$ cat src/shared/rx_pkg.sv
// Shared constants, register map and carrier types of the asynchronous serial receiver.
package rx_pkg;

    // ==========================================================================
    // Register byte offsets on the Wishbone slave (32-bit words, data in low byte).
    localparam logic [7:0] ADDR_CTRL = 8'h00;
    localparam logic [7:0] ADDR_DIV_LO = 8'h04;
    localparam logic [7:0] ADDR_DIV_HI = 8'h08;
    localparam logic [7:0] ADDR_RX_STATUS = 8'h0c;
    localparam logic [7:0] ADDR_RX_DATA = 8'h10;
    localparam logic [7:0] ADDR_IRQ_STATUS = 8'h14;
    localparam logic [7:0] ADDR_IRQ_ENABLE = 8'h18;
    localparam logic [7:0] ADDR_IRQ_CLEAR = 8'h1c;

    // ==========================================================================
    // Receive status register bit positions.
    localparam int STAT_NINTH_BIT = 0;
    localparam int STAT_OVERRUN_BIT = 1;
    localparam int STAT_FRAME_BIT = 2;
    localparam int STAT_FULL_BIT = 3;

    // Interrupt status, enable and clear share this layout.
    localparam int IRQ_W = 3;
    localparam int IRQ_DONE_BIT = 0;
    localparam int IRQ_FRAME_BIT = 1;
    localparam int IRQ_OVER_BIT = 2;

    // ==========================================================================
    // Reset values.
    localparam logic [7:0] CTRL_RESET = 8'h00;
    localparam logic [7:0] DIV_RESET = 8'h00;
    localparam logic [IRQ_W-1:0] IRQ_RESET = 3'h0;

    // ==========================================================================
    // Timing: the baud generator ticks four times per bit.
    // Prescale values are the clock count per divisor step, minus one.
    localparam int CLK_HZ = 25000000;
    localparam logic [3:0] PRE_SLOW = 4'hf;
    localparam logic [3:0] PRE_MID = 4'h3;
    localparam logic [3:0] PRE_FAST = 4'h0;
    localparam logic [1:0] TICK_LAST = 2'h3;
    localparam logic [1:0] TICK_HALF = 2'h1;
    localparam logic [3:0] BITS_EIGHT = 4'h8;
    localparam logic [3:0] BITS_NINE = 4'h9;

    // ==========================================================================
    // Control register: MSB first, bit 7 down to bit 0.
    typedef struct packed {
        logic receiveInterruptEnable;
        logic wideDivisorSelect;
        logic highSpeedBaudSelect;
        logic addressDetectEnable;
        logic nineBitReceiveSelect;
        logic continuousReceiveEnable;
        logic syncModeSelect;
        logic serialPortEnable;
    } ctrl_t;

    typedef enum logic [3:0] {
        ST_IDLE = 4'b0001,
        ST_START = 4'b0010,
        ST_DATA = 4'b0100,
        ST_STOP = 4'b1000
    } rx_state_t;

    // Whole state of the receiver top.
    typedef struct packed {
        logic rxMeta;
        logic rxSync;
        logic rxPrev;
        rx_state_t state;
        logic [1:0] sub;
        logic [3:0] bitCnt;
        logic [8:0] shift;
        ctrl_t ctrl;
        logic [7:0] divLo;
        logic [7:0] divHi;
        logic [7:0] rxData;
        logic rxNinth;
        logic rxFrame;
        logic bufFull;
        logic overrun;
        logic [IRQ_W-1:0] irqStat;
        logic [IRQ_W-1:0] irqEn;
        logic ack;
        logic [31:0] rdata;
    } rx_regs_t;

    // Whole state of the baud tick generator.
    typedef struct packed {
        logic [3:0] pre;
        logic [15:0] cnt;
        logic tick;
    } baud_regs_t;

endpackage : rx_pkg

$ cat src/core/async_serial_receiver.sv
// Asynchronous serial receiver with Wishbone register access and interrupt.
`timescale 1ns/1ps

// Notes on behaviour
// - Async mode needs port enable, sync clear.
// - Characters accepted only while receive enabled.
// - Buffer load sets receive-complete flag.
// - Interrupt request when flag and enable set.
// - Nine data bits when selected, else eight.
// - Status read gives error flags, ninth bit.
// - Data read gives low eight buffered bits.
// - Overrun stays until receive enable cleared.
// - Nine-bit address mode loads only ninth-bit-one characters.
// - Nine-bit address mode characters report ninth bit one.
// - Address detect off passes every character.
// - Bit rate from divisor pair, speed selects.
module async_serial_receiver (
    input wire logic clk, // System clock, 25 MHz.
    input wire logic rst_n, // Synchronous reset, active low.
    input wire logic ce, // Clock enable, freezes all state when low.
    input wire logic wb_cyc_i, // Wishbone cycle.
    input wire logic wb_stb_i, // Wishbone strobe.
    input wire logic wb_we_i, // Wishbone write enable.
    input wire logic [7:0] wb_adr_i, // Wishbone byte address.
    input wire logic [3:0] wb_sel_i, // Wishbone byte selects.
    input wire logic [31:0] wb_dat_i, // Wishbone write data.
    output logic [31:0] wb_dat_o, // Wishbone read data.
    output logic wb_ack_o, // Wishbone acknowledge.
    input wire logic rxPin, // Serial receive line, idle high.
    output logic receiveIrq, // Receive-complete interrupt request.
    output logic irq // Combined enabled event interrupt.
);

    // ==========================================================================
    // State and helpers.
    rx_pkg::rx_regs_t r_q;
    rx_pkg::rx_regs_t r_d;
    logic tick;
    logic portActive;
    logic accepting;
    logic busReq;
    logic busDone;
    logic busWrite;
    logic busRead;
    logic [3:0] lastBit;
    logic [7:0] doneData;
    logic doneNinth;
    localparam int IRQ_W_LOCAL = rx_pkg::IRQ_W;
    logic addrMatch;
    logic [IRQ_W_LOCAL-1:0] events;

    // Register read mux, shared by the data latch of every read.
    function automatic logic [31:0] readMux(input rx_pkg::rx_regs_t s, input logic [7:0] a);
        logic [31:0] v;
        v = 32'h0000_0000;
        unique case (a)
            rx_pkg::ADDR_CTRL: v[7:0] = s.ctrl;
            rx_pkg::ADDR_DIV_LO: v[7:0] = s.divLo;
            rx_pkg::ADDR_DIV_HI: v[7:0] = s.divHi;
            rx_pkg::ADDR_RX_STATUS: begin
                v[rx_pkg::STAT_NINTH_BIT] = s.rxNinth;
                v[rx_pkg::STAT_OVERRUN_BIT] = s.overrun;
                v[rx_pkg::STAT_FRAME_BIT] = s.rxFrame;
                v[rx_pkg::STAT_FULL_BIT] = s.bufFull;
            end
            rx_pkg::ADDR_RX_DATA: v[7:0] = s.rxData;
            rx_pkg::ADDR_IRQ_STATUS: v[IRQ_W_LOCAL-1:0] = s.irqStat;
            rx_pkg::ADDR_IRQ_ENABLE: v[IRQ_W_LOCAL-1:0] = s.irqEn;
            default: v = 32'h0000_0000;
        endcase
        return v;
    endfunction : readMux

    // ==========================================================================
    // Baud generator; it runs only while a character is in flight.
    baud_tick_gen u_baud (
        .clk(clk),
        .rst_n(rst_n),
        .ce(ce),
        .run(r_q.state != rx_pkg::ST_IDLE),
        .divisor({r_q.divHi, r_q.divLo}),
        .highSpeed(r_q.ctrl.highSpeedBaudSelect),
        .wide(r_q.ctrl.wideDivisorSelect),
        .tick(tick)
    );

    // ==========================================================================
    // Enables and bus decode.
    // The receiver stops taking characters after an overrun so the held
    // character is not silently replaced; software must toggle receive enable.
    assign portActive = r_q.ctrl.serialPortEnable && !r_q.ctrl.syncModeSelect;
    assign accepting = portActive && r_q.ctrl.continuousReceiveEnable && !r_q.overrun;
    assign busReq = wb_cyc_i && wb_stb_i;
    assign busDone = busReq && r_q.ack;
    assign busWrite = busDone && wb_we_i && wb_sel_i[0];
    assign busRead = busDone && !wb_we_i;

    // ==========================================================================
    // Character assembly: align eight-bit frames and check the address bit.
    always_comb begin
        lastBit = r_q.ctrl.nineBitReceiveSelect ? rx_pkg::BITS_NINE : rx_pkg::BITS_EIGHT;
        if (r_q.ctrl.nineBitReceiveSelect) begin
            doneData = r_q.shift[7:0];
            doneNinth = r_q.shift[8];
        end else begin
            doneData = r_q.shift[8:1];
            doneNinth = 1'b0;
        end
        // With address detect off every character passes.
        addrMatch = !(r_q.ctrl.nineBitReceiveSelect && r_q.ctrl.addressDetectEnable)
                    || doneNinth;
    end

    // ==========================================================================
    // Next-state logic of the whole block.
    always_comb begin
        r_d = r_q;
        events = '0;

        // Pin synchroniser; only the second and third stages feed any logic.
        r_d.rxMeta = rxPin;
        r_d.rxSync = r_q.rxMeta;
        r_d.rxPrev = r_q.rxSync;

        // Bus acknowledge: one wait cycle, then ack for one cycle.
        r_d.ack = busReq && !r_q.ack;
        if (busReq && !r_q.ack) begin
            r_d.rdata = readMux(r_q, wb_adr_i);
        end

        // Register writes take effect at the acknowledged edge.
        if (busWrite) begin
            unique case (wb_adr_i)
                rx_pkg::ADDR_CTRL: r_d.ctrl = rx_pkg::ctrl_t'(wb_dat_i[7:0]);
                rx_pkg::ADDR_DIV_LO: r_d.divLo = wb_dat_i[7:0];
                rx_pkg::ADDR_DIV_HI: r_d.divHi = wb_dat_i[7:0];
                rx_pkg::ADDR_IRQ_ENABLE: r_d.irqEn = wb_dat_i[IRQ_W_LOCAL-1:0];
                rx_pkg::ADDR_IRQ_CLEAR: r_d.irqStat = r_q.irqStat & ~wb_dat_i[IRQ_W_LOCAL-1:0];
                default: r_d.ctrl = r_q.ctrl;
            endcase
        end

        // Reading the data register drains the single-entry buffer.
        if (busRead && wb_adr_i == rx_pkg::ADDR_RX_DATA) begin
            r_d.bufFull = 1'b0;
        end

        // Clearing receive enable is the only way out of overrun.
        if (!r_d.ctrl.continuousReceiveEnable) begin
            r_d.overrun = 1'b0;
        end

        // Receive state machine, advanced on baud ticks.
        unique case (r_q.state)
            rx_pkg::ST_IDLE: begin
                r_d.sub = 2'h0;
                r_d.bitCnt = 4'h0;
                if (accepting && r_q.rxPrev && !r_q.rxSync) begin
                    r_d.state = rx_pkg::ST_START;
                end
            end
            rx_pkg::ST_START: begin
                if (tick) begin
                    r_d.sub = r_q.sub + 2'h1;
                    if (r_q.sub == rx_pkg::TICK_HALF) begin
                        // A start bit gone high by mid-bit was a glitch.
                        r_d.sub = 2'h0;
                        r_d.state = r_q.rxSync ? rx_pkg::ST_IDLE : rx_pkg::ST_DATA;
                    end
                end
            end
            rx_pkg::ST_DATA: begin
                if (tick) begin
                    r_d.sub = r_q.sub + 2'h1;
                    if (r_q.sub == rx_pkg::TICK_LAST) begin
                        r_d.shift = {r_q.rxSync, r_q.shift[8:1]};
                        r_d.bitCnt = r_q.bitCnt + 4'h1;
                        if (r_q.bitCnt + 4'h1 == lastBit) begin
                            r_d.state = rx_pkg::ST_STOP;
                        end
                    end
                end
            end
            rx_pkg::ST_STOP: begin
                if (tick) begin
                    r_d.sub = r_q.sub + 2'h1;
                    if (r_q.sub == rx_pkg::TICK_LAST) begin
                        r_d.state = rx_pkg::ST_IDLE;
                        if (addrMatch && r_d.ctrl.continuousReceiveEnable) begin
                            if (r_q.bufFull && r_d.bufFull) begin
                                // Held character is kept; the new one is lost.
                                r_d.overrun = 1'b1;
                                events[rx_pkg::IRQ_OVER_BIT] = 1'b1;
                            end else begin
                                r_d.rxData = doneData;
                                r_d.rxNinth = doneNinth;
                                r_d.rxFrame = !r_q.rxSync;
                                r_d.bufFull = 1'b1;
                                events[rx_pkg::IRQ_DONE_BIT] = 1'b1;
                                events[rx_pkg::IRQ_FRAME_BIT] = !r_q.rxSync;
                            end
                        end
                    end
                end
            end
        endcase

        // Losing the enables aborts a character in flight.
        if (!accepting && r_q.state != rx_pkg::ST_IDLE && !r_q.overrun) begin
            r_d.state = rx_pkg::ST_IDLE;
        end else if (!portActive || !r_d.ctrl.continuousReceiveEnable) begin
            r_d.state = rx_pkg::ST_IDLE;
        end

        // Sticky events: a new event wins over a clear in the same cycle.
        r_d.irqStat = r_d.irqStat | events;
    end

    // ==========================================================================
    // Single state register; the pin stages reset to idle-high.
    always_ff @(posedge clk) begin
        if (!rst_n) begin
            r_q <= '0;
            r_q.rxMeta <= 1'b1;
            r_q.rxSync <= 1'b1;
            r_q.rxPrev <= 1'b1;
            r_q.state <= rx_pkg::ST_IDLE;
            r_q.ctrl <= rx_pkg::ctrl_t'(rx_pkg::CTRL_RESET);
            r_q.divLo <= rx_pkg::DIV_RESET;
            r_q.divHi <= rx_pkg::DIV_RESET;
            r_q.irqStat <= rx_pkg::IRQ_RESET;
            r_q.irqEn <= rx_pkg::IRQ_RESET;
        end else if (ce) begin
            r_q <= r_d;
        end
    end

    // ==========================================================================
    // Outputs.
    // The receive-complete flag is the buffer-full state: set on load,
    // cleared when software drains the data register.
    assign wb_dat_o = r_q.rdata;
    assign wb_ack_o = r_q.ack;
    assign receiveIrq = r_q.bufFull && r_q.ctrl.receiveInterruptEnable;
    assign irq = |(r_q.irqStat & r_q.irqEn);

endmodule : async_serial_receiver

$ cat src/core/baud_tick_gen.sv
// Baud tick generator: four ticks per bit from divisor and speed selects.
`timescale 1ns/1ps
module baud_tick_gen (
    input wire logic clk, // System clock.
    input wire logic rst_n, // Synchronous reset, active low.
    input wire logic ce, // Clock enable, freezes state when low.
    input wire logic run, // Counting allowed; low holds the phase at zero.
    input wire logic [15:0] divisor, // Divisor pair, high byte above low byte.
    input wire logic highSpeed, // High speed select.
    input wire logic wide, // Sixteen-bit divisor select.
    output logic tick // One-cycle quarter-bit pulse.
);

    // ==========================================================================
    // Speed decode.
    rx_pkg::baud_regs_t r_q;
    rx_pkg::baud_regs_t r_d;
    logic [3:0] preLast;
    logic [15:0] divLast;

    // Quarter-bit prescale per mode; eight-bit mode ignores the high byte.
    always_comb begin
        if (wide) begin
            preLast = highSpeed ? rx_pkg::PRE_FAST : rx_pkg::PRE_MID;
            divLast = divisor;
        end else begin
            preLast = highSpeed ? rx_pkg::PRE_MID : rx_pkg::PRE_SLOW;
            divLast = {8'h00, divisor[7:0]};
        end
    end

    // ==========================================================================
    // Two cascaded counters; holding them at zero while idle aligns the
    // phase to the start edge, so mid-bit sampling needs no oversampling.
    always_comb begin
        r_d = r_q;
        r_d.tick = 1'b0;
        if (!run) begin
            r_d.pre = 4'h0;
            r_d.cnt = 16'h0000;
        end else if (r_q.pre != preLast) begin
            r_d.pre = r_q.pre + 4'h1;
        end else begin
            r_d.pre = 4'h0;
            if (r_q.cnt >= divLast) begin
                r_d.cnt = 16'h0000;
                r_d.tick = 1'b1;
            end else begin
                r_d.cnt = r_q.cnt + 16'h0001;
            end
        end
    end

    always_ff @(posedge clk) begin
        if (!rst_n) begin
            r_q <= '0;
        end else if (ce) begin
            r_q <= r_d;
        end
    end

    assign tick = r_q.tick;

endmodule : baud_tick_gen

$ cat config.mk
export PLATFORM = sky130hd
export DESIGN_NAME = async_serial_receiver
export DESIGN_NICKNAME = d
export VERILOG_FILES = /design/src/shared/rx_pkg.sv /design/src/core/async_serial_receiver.sv /design/src/core/baud_tick_gen.sv
export SDC_FILE = /design/constraint.sdc
export NUM_CORES = 1
export LEC_CHECK = 0
export BUFFER_PORTS_ARGS = -buffer_cell sky130_fd_sc_hd__buf_2
export CORE_MARGIN = 4
export CORE_UTILIZATION = 58
export DETAILED_ROUTE_END_ITERATION = 6
export GPL_TIMING_DRIVEN = 1
export PLACE_DENSITY = 0.81
export SYNTH_ARGS = -nofsm -noshare
export SYNTH_HDL_FRONTEND = slang
export SYNTH_SLANG_ARGS = --single-unit
$ cat constraint.sdc
create_clock -name clk -period 3.5 [get_ports clk]
set_input_delay 0.525 -clock clk [delete_from_list [all_inputs] [get_ports clk]]
set_output_delay 0.525 -clock clk [all_outputs]
set_load 0.1 [all_outputs]
==> summary.json, run 1 <==
{
  "grt-ovfl-total": 0,
  "later_pin_clock_latency_in_the_skew_report_ns": 0.39,
  "dr.first_iter.drc_count": 265,
  "total_power_mw": 2.032,
  "slowest_cell_on_the_critical_path": "dfxtp_1",
  "leakagePower_nw": 2.316,
  "critPathCaptureType": "flip-flop",
  "edff_count_synth": 0,
  "wl_per_cell_um": 16.12,
  "cts.path.max_buffers": 2,
  "slowest_delay_ns": 0.65,
  "worst_setup_path_start_kind": "flip-flop",
  "cts-resized-gates": 0,
  "die_outline_height_um": 106.4,
  "drt.antenna.violating_nets": 0,
  "clock_skew_ns": 0.01720,
  "ioPinCount": 86,
  "final_report_max_slew_violation_count": 0,
  "critical-path-top-delay-family": "simple AND/OR/NAND/NOR gates",
  "drcViolationCount": 0,
  "synth.distinct_cells": 74,
  "cts_root_buf": "clkbuf_8",
  "crit_path_max_fanout": 14,
  "die_width_um": 106.4,
  "cts_inserted_buffers": 9,
  "crit_arrival_ns": 3.25,
  "timing.critical_path.cells": "nand2_1, ha_1, a21oi_1, nand2_1, a221oi_1, nand4_1, or4_1, o211ai_1",
  "syn_area_per_cell_sq_um": 8.539,
  "synthesis.area_sq_um": 5610,
  "synth-async-reset-ratio_pct": 0,
  "die_area_sq_um": 11310,
  "rsz0062_at_grt": "no",
  "nets": 738,
  "area_overhead_of_the_layout_relative_to_synthesis_pct": 5.308,
  "setup_viol_count_final": 0,
  "maxSlewHeadroom_pct": 51.03,
  "dp.final_hpwl_um": 9444,
  "final.fill_count": 779,
  "mostFrequentLayoutCell": "dfxtp_1",
  "run_status": "finished clean",
  "initial_core_util_pct": 60.15,
  "route.vias.total": 4769,
  "gp_congestion": 0.8637,
  "detail_route.first_pass.iterations": 6,
  "buffer_ports.inserted": 34,
  "type_of_the_setup_path_with_the_least_slack": "reg -> reg",
  "cp_data_required_time_ns": 3.81,
  "antenna_found_initial": 0,
  "synth-warning-count": 0,
  "final_antenna_diode_count": 0,
  "grt_start_max_net_pins": 69,
  "num_rows": 35,
  "synthFlopType": "dfxtp_1",
  "layout.cell_area.non_filler_sq_um": 5908,
  "cp_common_cell": "nand2_1",
  "first_global_vias": 4462,
  "fin_crit_sh_pct": 84.18,
  "hold_viol": 0,
  "timing.setup.tns_ns": 0,
  "wire_length_of_the_first_global_routing_pass_um": 21730,
  "pwr_density_cell_nw_per_um2": 343.9,
  "cts_htree_levels": 3,
  "drive_gt1_share_pct": 11.64,
  "worstMarginPinSlew_ns": 0.7326,
  "clk_pin_slew_worst_paths_ns": 0.11,
  "post_cts_hold_buffer_count": 0,
  "postCtsSetupBuffers": 0,
  "drv.max_cap_violation_count": 0,
  "placedInstanceArea_sq_um": 5704,
  "worst_hold_path_type": "in -> reg",
  "synth-seq-area-share_pct": 33.54,
  "grt.total_usage_pct": 23.47,
  "vdd_drop_max_mv": 0.1690,
  "design.core.area_sq_um": 9328,
  "total_of_flip_flops_plus_latches_after_synthesis": 94,
  "syn-instance-count": 657,
  "fmax_mhz": 339.4,
  "mostFrequentLayoutCells": "dfxtp_1, nand2_1, mux2i_1, nor2b_1, buf_2",
  "critPathBufInv": 0,
  "tritoncts": "done",
  "drt_wl_total_um": 12880,
  "finalWorstPathRequiredPeriod_ns": 2.946,
  "clock_sinks": 94,
  "avgViaCountPerCell": 5.969
}
-- synth_stat cells, drive strengths merged (3+ instances only) --
library cell,count,share of area (%)
inv,20,1.3
and3,7,0.78
nor4,12,1.3
nand3b,3,0.40
o21a,9,1.2
nor2b,39,4.3
ha,22,4.9
o211ai,3,0.40
nor2,21,1.4
or2,4,0.45
nand4,10,1.1
o31ai,3,0.65
and4,4,0.62
mux2i,47,8.4
dfxtp,94,34
nor4b,5,1.2
buf,41,5.2
and2,15,1.7
or4,5,0.74
a21boi,12,1.6
o211a,10,1.8
or3,5,0.56
clkbuf,28,1.9
o21ai,33,2.9
nand3,25,2.3
mux2,5,1.0
a222oi,5,0.89
nor3b,7,1.1
nor3,13,1.2
nand2b,4,0.45
a21oi,14,1.2
xor2,7,1.1
nand2,87,5.8
-- area by class of cell --
cell class,instances,area (sq um),share of cell area [%]
Sequential cell,94,1882,31.85
Clock inverter,7,80.08,1.355
Tap cell,129,161.4,2.732
Clock buffer,9,123.9,2.097
Inverter,20,75.07,1.271
Multi-Input combinational cell,497,3348,56.67
Timing Repair Buffer,43,237.7,4.024
-- routing by layer --
metal  GRT usage [%]  wire length, um
met5               0                0
met4           6.660              219
met3           4.189              867
met2           37.96             6139
met1           32.09             5655
-- worst min-delay path, stage by stage --
cell and delay, ns:
buf_2 0.07, mux2i_1 0.06, nand2_1 0.06
-- worst paths after layout --
| kind | from | endpoint | slack (ns) | cells after the start |
|---|---|---|---|---|
| worst min register to register | r_q[75] | r_q[75] | 0.49 | 2 |
| worst max register to register | r_q[73] | u_baud.r_q[5] | 0.55 | 8 |
| worst min-delay path | rxPin | r_d[95] | 0.35 | 3 |
| worst max-delay path | r_q[73] | u_baud.r_q[5] | 0.55 | 8 |
-- flip-flops by register name (all words and copies together), names as in the netlist --
signal,flops
r_q,62
u_baud.tick,1
wb_dat_o,8
r_d,2
wb_ack_o,1
u_baud.r_q,20
-- logic make-up after synthesis --
family	synth area share (%)
buffers and inverters	8.407
AND/OR/NAND/NOR	26.90
XOR/XNOR	1.405
multiplexers	10.19
other	0.06684
flip-flops	33.54
adder cells (fa/ha/maj)	4.906
AO/OA/AOI/OAI	14.59
-- stage by stage --
stage | hold WS, ns | util (%) | worst slack, ns | std cells
2_1_floorplan | 0.4333 | - | 0.9790 | 680
3_3_place_gp | 0.4514 | 61.15 | 0.7224 | 783
3_5_place_dp | 0.4717 | 61.15 | 0.6746 | 783
4_1_cts | 0.3537 | 63.34 | 0.5662 | 799
5_1_grt | 0.3814 | 63.34 | 0.3753 | 799
6_report | 0.3510 | 63.34 | 0.5536 | 799
-- report_power, final --
part,total (mW),leakage [nW],switching (mW),internal (mW)
Clock,0.748,0.0994,0.463,0.284
Combinational,0.208,1.46,0.175,0.0338
Sequential,1.08,0.758,0.00410,1.07
(Power assumes the default switching activity.)
==> run 2, diff against run 1 <==
Settings changed: CORE_UTILIZATION 58 to 52, PLACE_DENSITY 0.81 to 0.77.
Clock period 3.5 ns to 2.57 ns, I/O delays scaled along.
==> run 2 against run 1 <==
Compared with the run above: non-clock buffer count rose by 14; largest power group unchanged; largest cell class unchanged; sequential share of layout area decreased by 0.84 points; worst setup slack worse by 0.34 ns.
==> summary.json, run 2 (synthesized netlist as in run 1, its figures left out) <==
{
  "area_overhead_of_the_layout_relative_to_synthesis_pct": 8.229,
  "buffer_ports.inserted": 34,
  "dr.first_iter.drc_count": 341,
  "cp_data_required_time_ns": 2.88,
  "cts_root_buf": "clkbuf_8",
  "route.vias.total": 4754,
  "globalRouteMet2Util_pct": 35.85,
  "final_report_max_slew_violation_count": 0,
  "reg2reg_to": "u_baud.r_q[11]",
  "rr_worst_depth": 11,
  "hold_viol": 0,
  "die_outline_height_um": 111.9,
  "gp_congestion": 0.8981,
  "type_of_the_setup_path_with_the_least_slack": "reg -> reg",
  "fin_crit_sh_pct": 91.79,
  "timing.setup.tns_ns": 0,
  "first_global_vias": 4549,
  "largest_reg_flops": 62,
  "num_rows": 37,
  "clock_sinks": 94,
  "nets": 752,
  "crit_path_max_fanout": 17,
  "detail_route.first_pass.iterations": 5,
  "fmax_mhz": 423.9,
  "critPathCaptureType": "flip-flop",
  "clk_pin_slew_worst_paths_ns": 0.09,
  "grt_util_met3_pct": 4.728,
  "timing.reg2reg.setup_slack_ns": 0.21,
  "vdd_drop_max_mv": 0.3109,
  "cts_htree_levels": 3,
  "cts_inserted_buffers": 9,
  "seq_power_share_pct": 51.6,
  "mostFrequentLayoutCell": "dfxtp_1",
  "worstMarginPinSlew_ns": 0.5409,
  "final_antenna_diode_count": 0,
  "ioPinCount": 86,
  "die_area_sq_um": 12510,
  "later_pin_clock_latency_in_the_skew_report_ns": 0.37,
  "postCtsSetupBuffers": 0,
  "dp.final_hpwl_um": 9796,
  "leakagePower_nw": 2.398,
  "drt_wl_total_um": 13200,
  "grt.total_usage_pct": 21.24,
  "origin_of_the_critical_flop_to_flop_path": "r_q[73]",
  "power_frac_comb_pct": 10.4,
  "grt-busiest-layer": "met2",
  "avgViaCountPerCell": 5.798,
  "tritoncts": "done",
  "clock_skew_ns": 0.01055,
  "drive_gt1_share_pct": 13.74,
  "mostFrequentLayoutCells": "dfxtp_1, nand2_1, mux2i_1, nor2b_1, buf_2",
  "worst_setup_path_start_kind": "flip-flop",
  "post_layout_nonfiller_instances": 820,
  "maxSlewHeadroom_pct": 63.89,
  "drt.antenna.violating_nets": 0,
  "crit_arrival_ns": 2.67,
  "p_int_mw": 2.060,
  "run_status": "finished clean",
  "antenna_found_initial": 0,
  "netSwitchingFraction_pct": 27.46,
  "wl_per_cell_um": 16.10,
  "dp.cells": 804,
  "power_switching_mw": 0.7798,
  "final.fill_count": 916,
  "wire_length_of_the_first_global_routing_pass_um": 22080,
  "pwr_density_cell_nw_per_um2": 467.7,
  "initial_core_util_pct": 53.86,
  "timing.critical_path.to": "u_baud.r_q[11]",
  "grtUsageMet1_pct": 27.35,
  "grt-ovfl-total": 0,
  "worst_setup_path_startpoint": "r_q[73]",
  "rsz0062_at_grt": "yes",
  "drcViolationCount": 0,
  "setup_viol_count_final": 0,
  "cts.path.max_buffers": 2,
  "die_width_um": 111.9,
  "grt_start_max_net_pins": 63,
  "worst_hold_path_type": "in -> reg",
  "finalWorstPathRequiredPeriod_ns": 2.359,
  "max_flop_register": "r_q",
  "total_power_mw": 2.840,
  "drv.max_cap_violation_count": 0,
  "design.core.area_sq_um": 10420,
  "clock_network_fraction_of_design_power_pct": 38.0
}
[run 2: worst max-delay path: stages, from the launching register on]
cell      delay [ns]
dfxtp_1         0.36
buf_4           0.20
nand2_1         0.08
ha_1            0.32
nand3_1         0.10
nand2_1         0.07
a221oi_2        0.30
buf_4           0.18
nand3_1         0.09
buf_4           0.21
nor4_1          0.24
o21a_1          0.16
[run 2: metrics by stage]
stage	area (sq um)	util, %	hold slack, ns	setup WS (ns)
6_report	6072	58.29	0.2485	0.2110
5_1_grt	6072	58.29	0.2548	-0.02282
4_1_cts	6057	58.15	0.2376	0.1092
3_5_place_dp	5843	56.10	0.4657	0.06907
3_3_place_gp	5843	56.10	0.4499	0.1162
2_1_floorplan	5697	-	0.4333	0.04900
[run 2: power groups by stage]
stage | registers (mW) | clock network [mW] | logic (mW)
after floorplan | 1.50 | 0 | 0.258
final | 1.46 | 1.08 | 0.295
after global placement | 1.50 | 0 | 0.289
after CTS | 1.46 | 1.11 | 0.293
after global routing | 1.47 | 1.17 | 0.307
after detailed placement | 1.50 | 0 | 0.292
[run 2: cell type report]
| type | instances | area, sq um | share of cell area [%] |
|---|---|---|---|
| tap | 136 | 170.2 | 2.802 |
| clock buffer | 10 | 127.6 | 2.102 |
| sequential | 94 | 1883 | 31.01 |
| multi-input combinational | 497 | 3362 | 55.37 |
| timing repair buffer | 57 | 367.9 | 6.058 |
| inverter | 20 | 75.07 | 1.236 |
| clock inverter | 6 | 86.33 | 1.422 |
[run 2: how the worst min path moves through the flow]
stage,start,endpoint,cells past startpoint
6_report,rxPin,r_d[95],3
5_1_grt,rxPin,r_d[95],3
4_1_cts,rxPin,r_d[95],3
3_5_place_dp,r_q[42],r_q[42],2
3_3_place_gp,r_q[94],r_q[94],2
2_1_floorplan,r_q[94],r_q[94],2
[run 2: metal layers]
metal,vias up,routed length (um)
met5,-,0
met4,0,217
met3,19,761
met2,132,6415
met1,2265,5806
li1,2338,-
[run 2: timing repair]
item	4_1_cts	5_1_grt
gates resized for setup	0	4
endpoints found under the setup margin	0	13
hold buffers	0	0
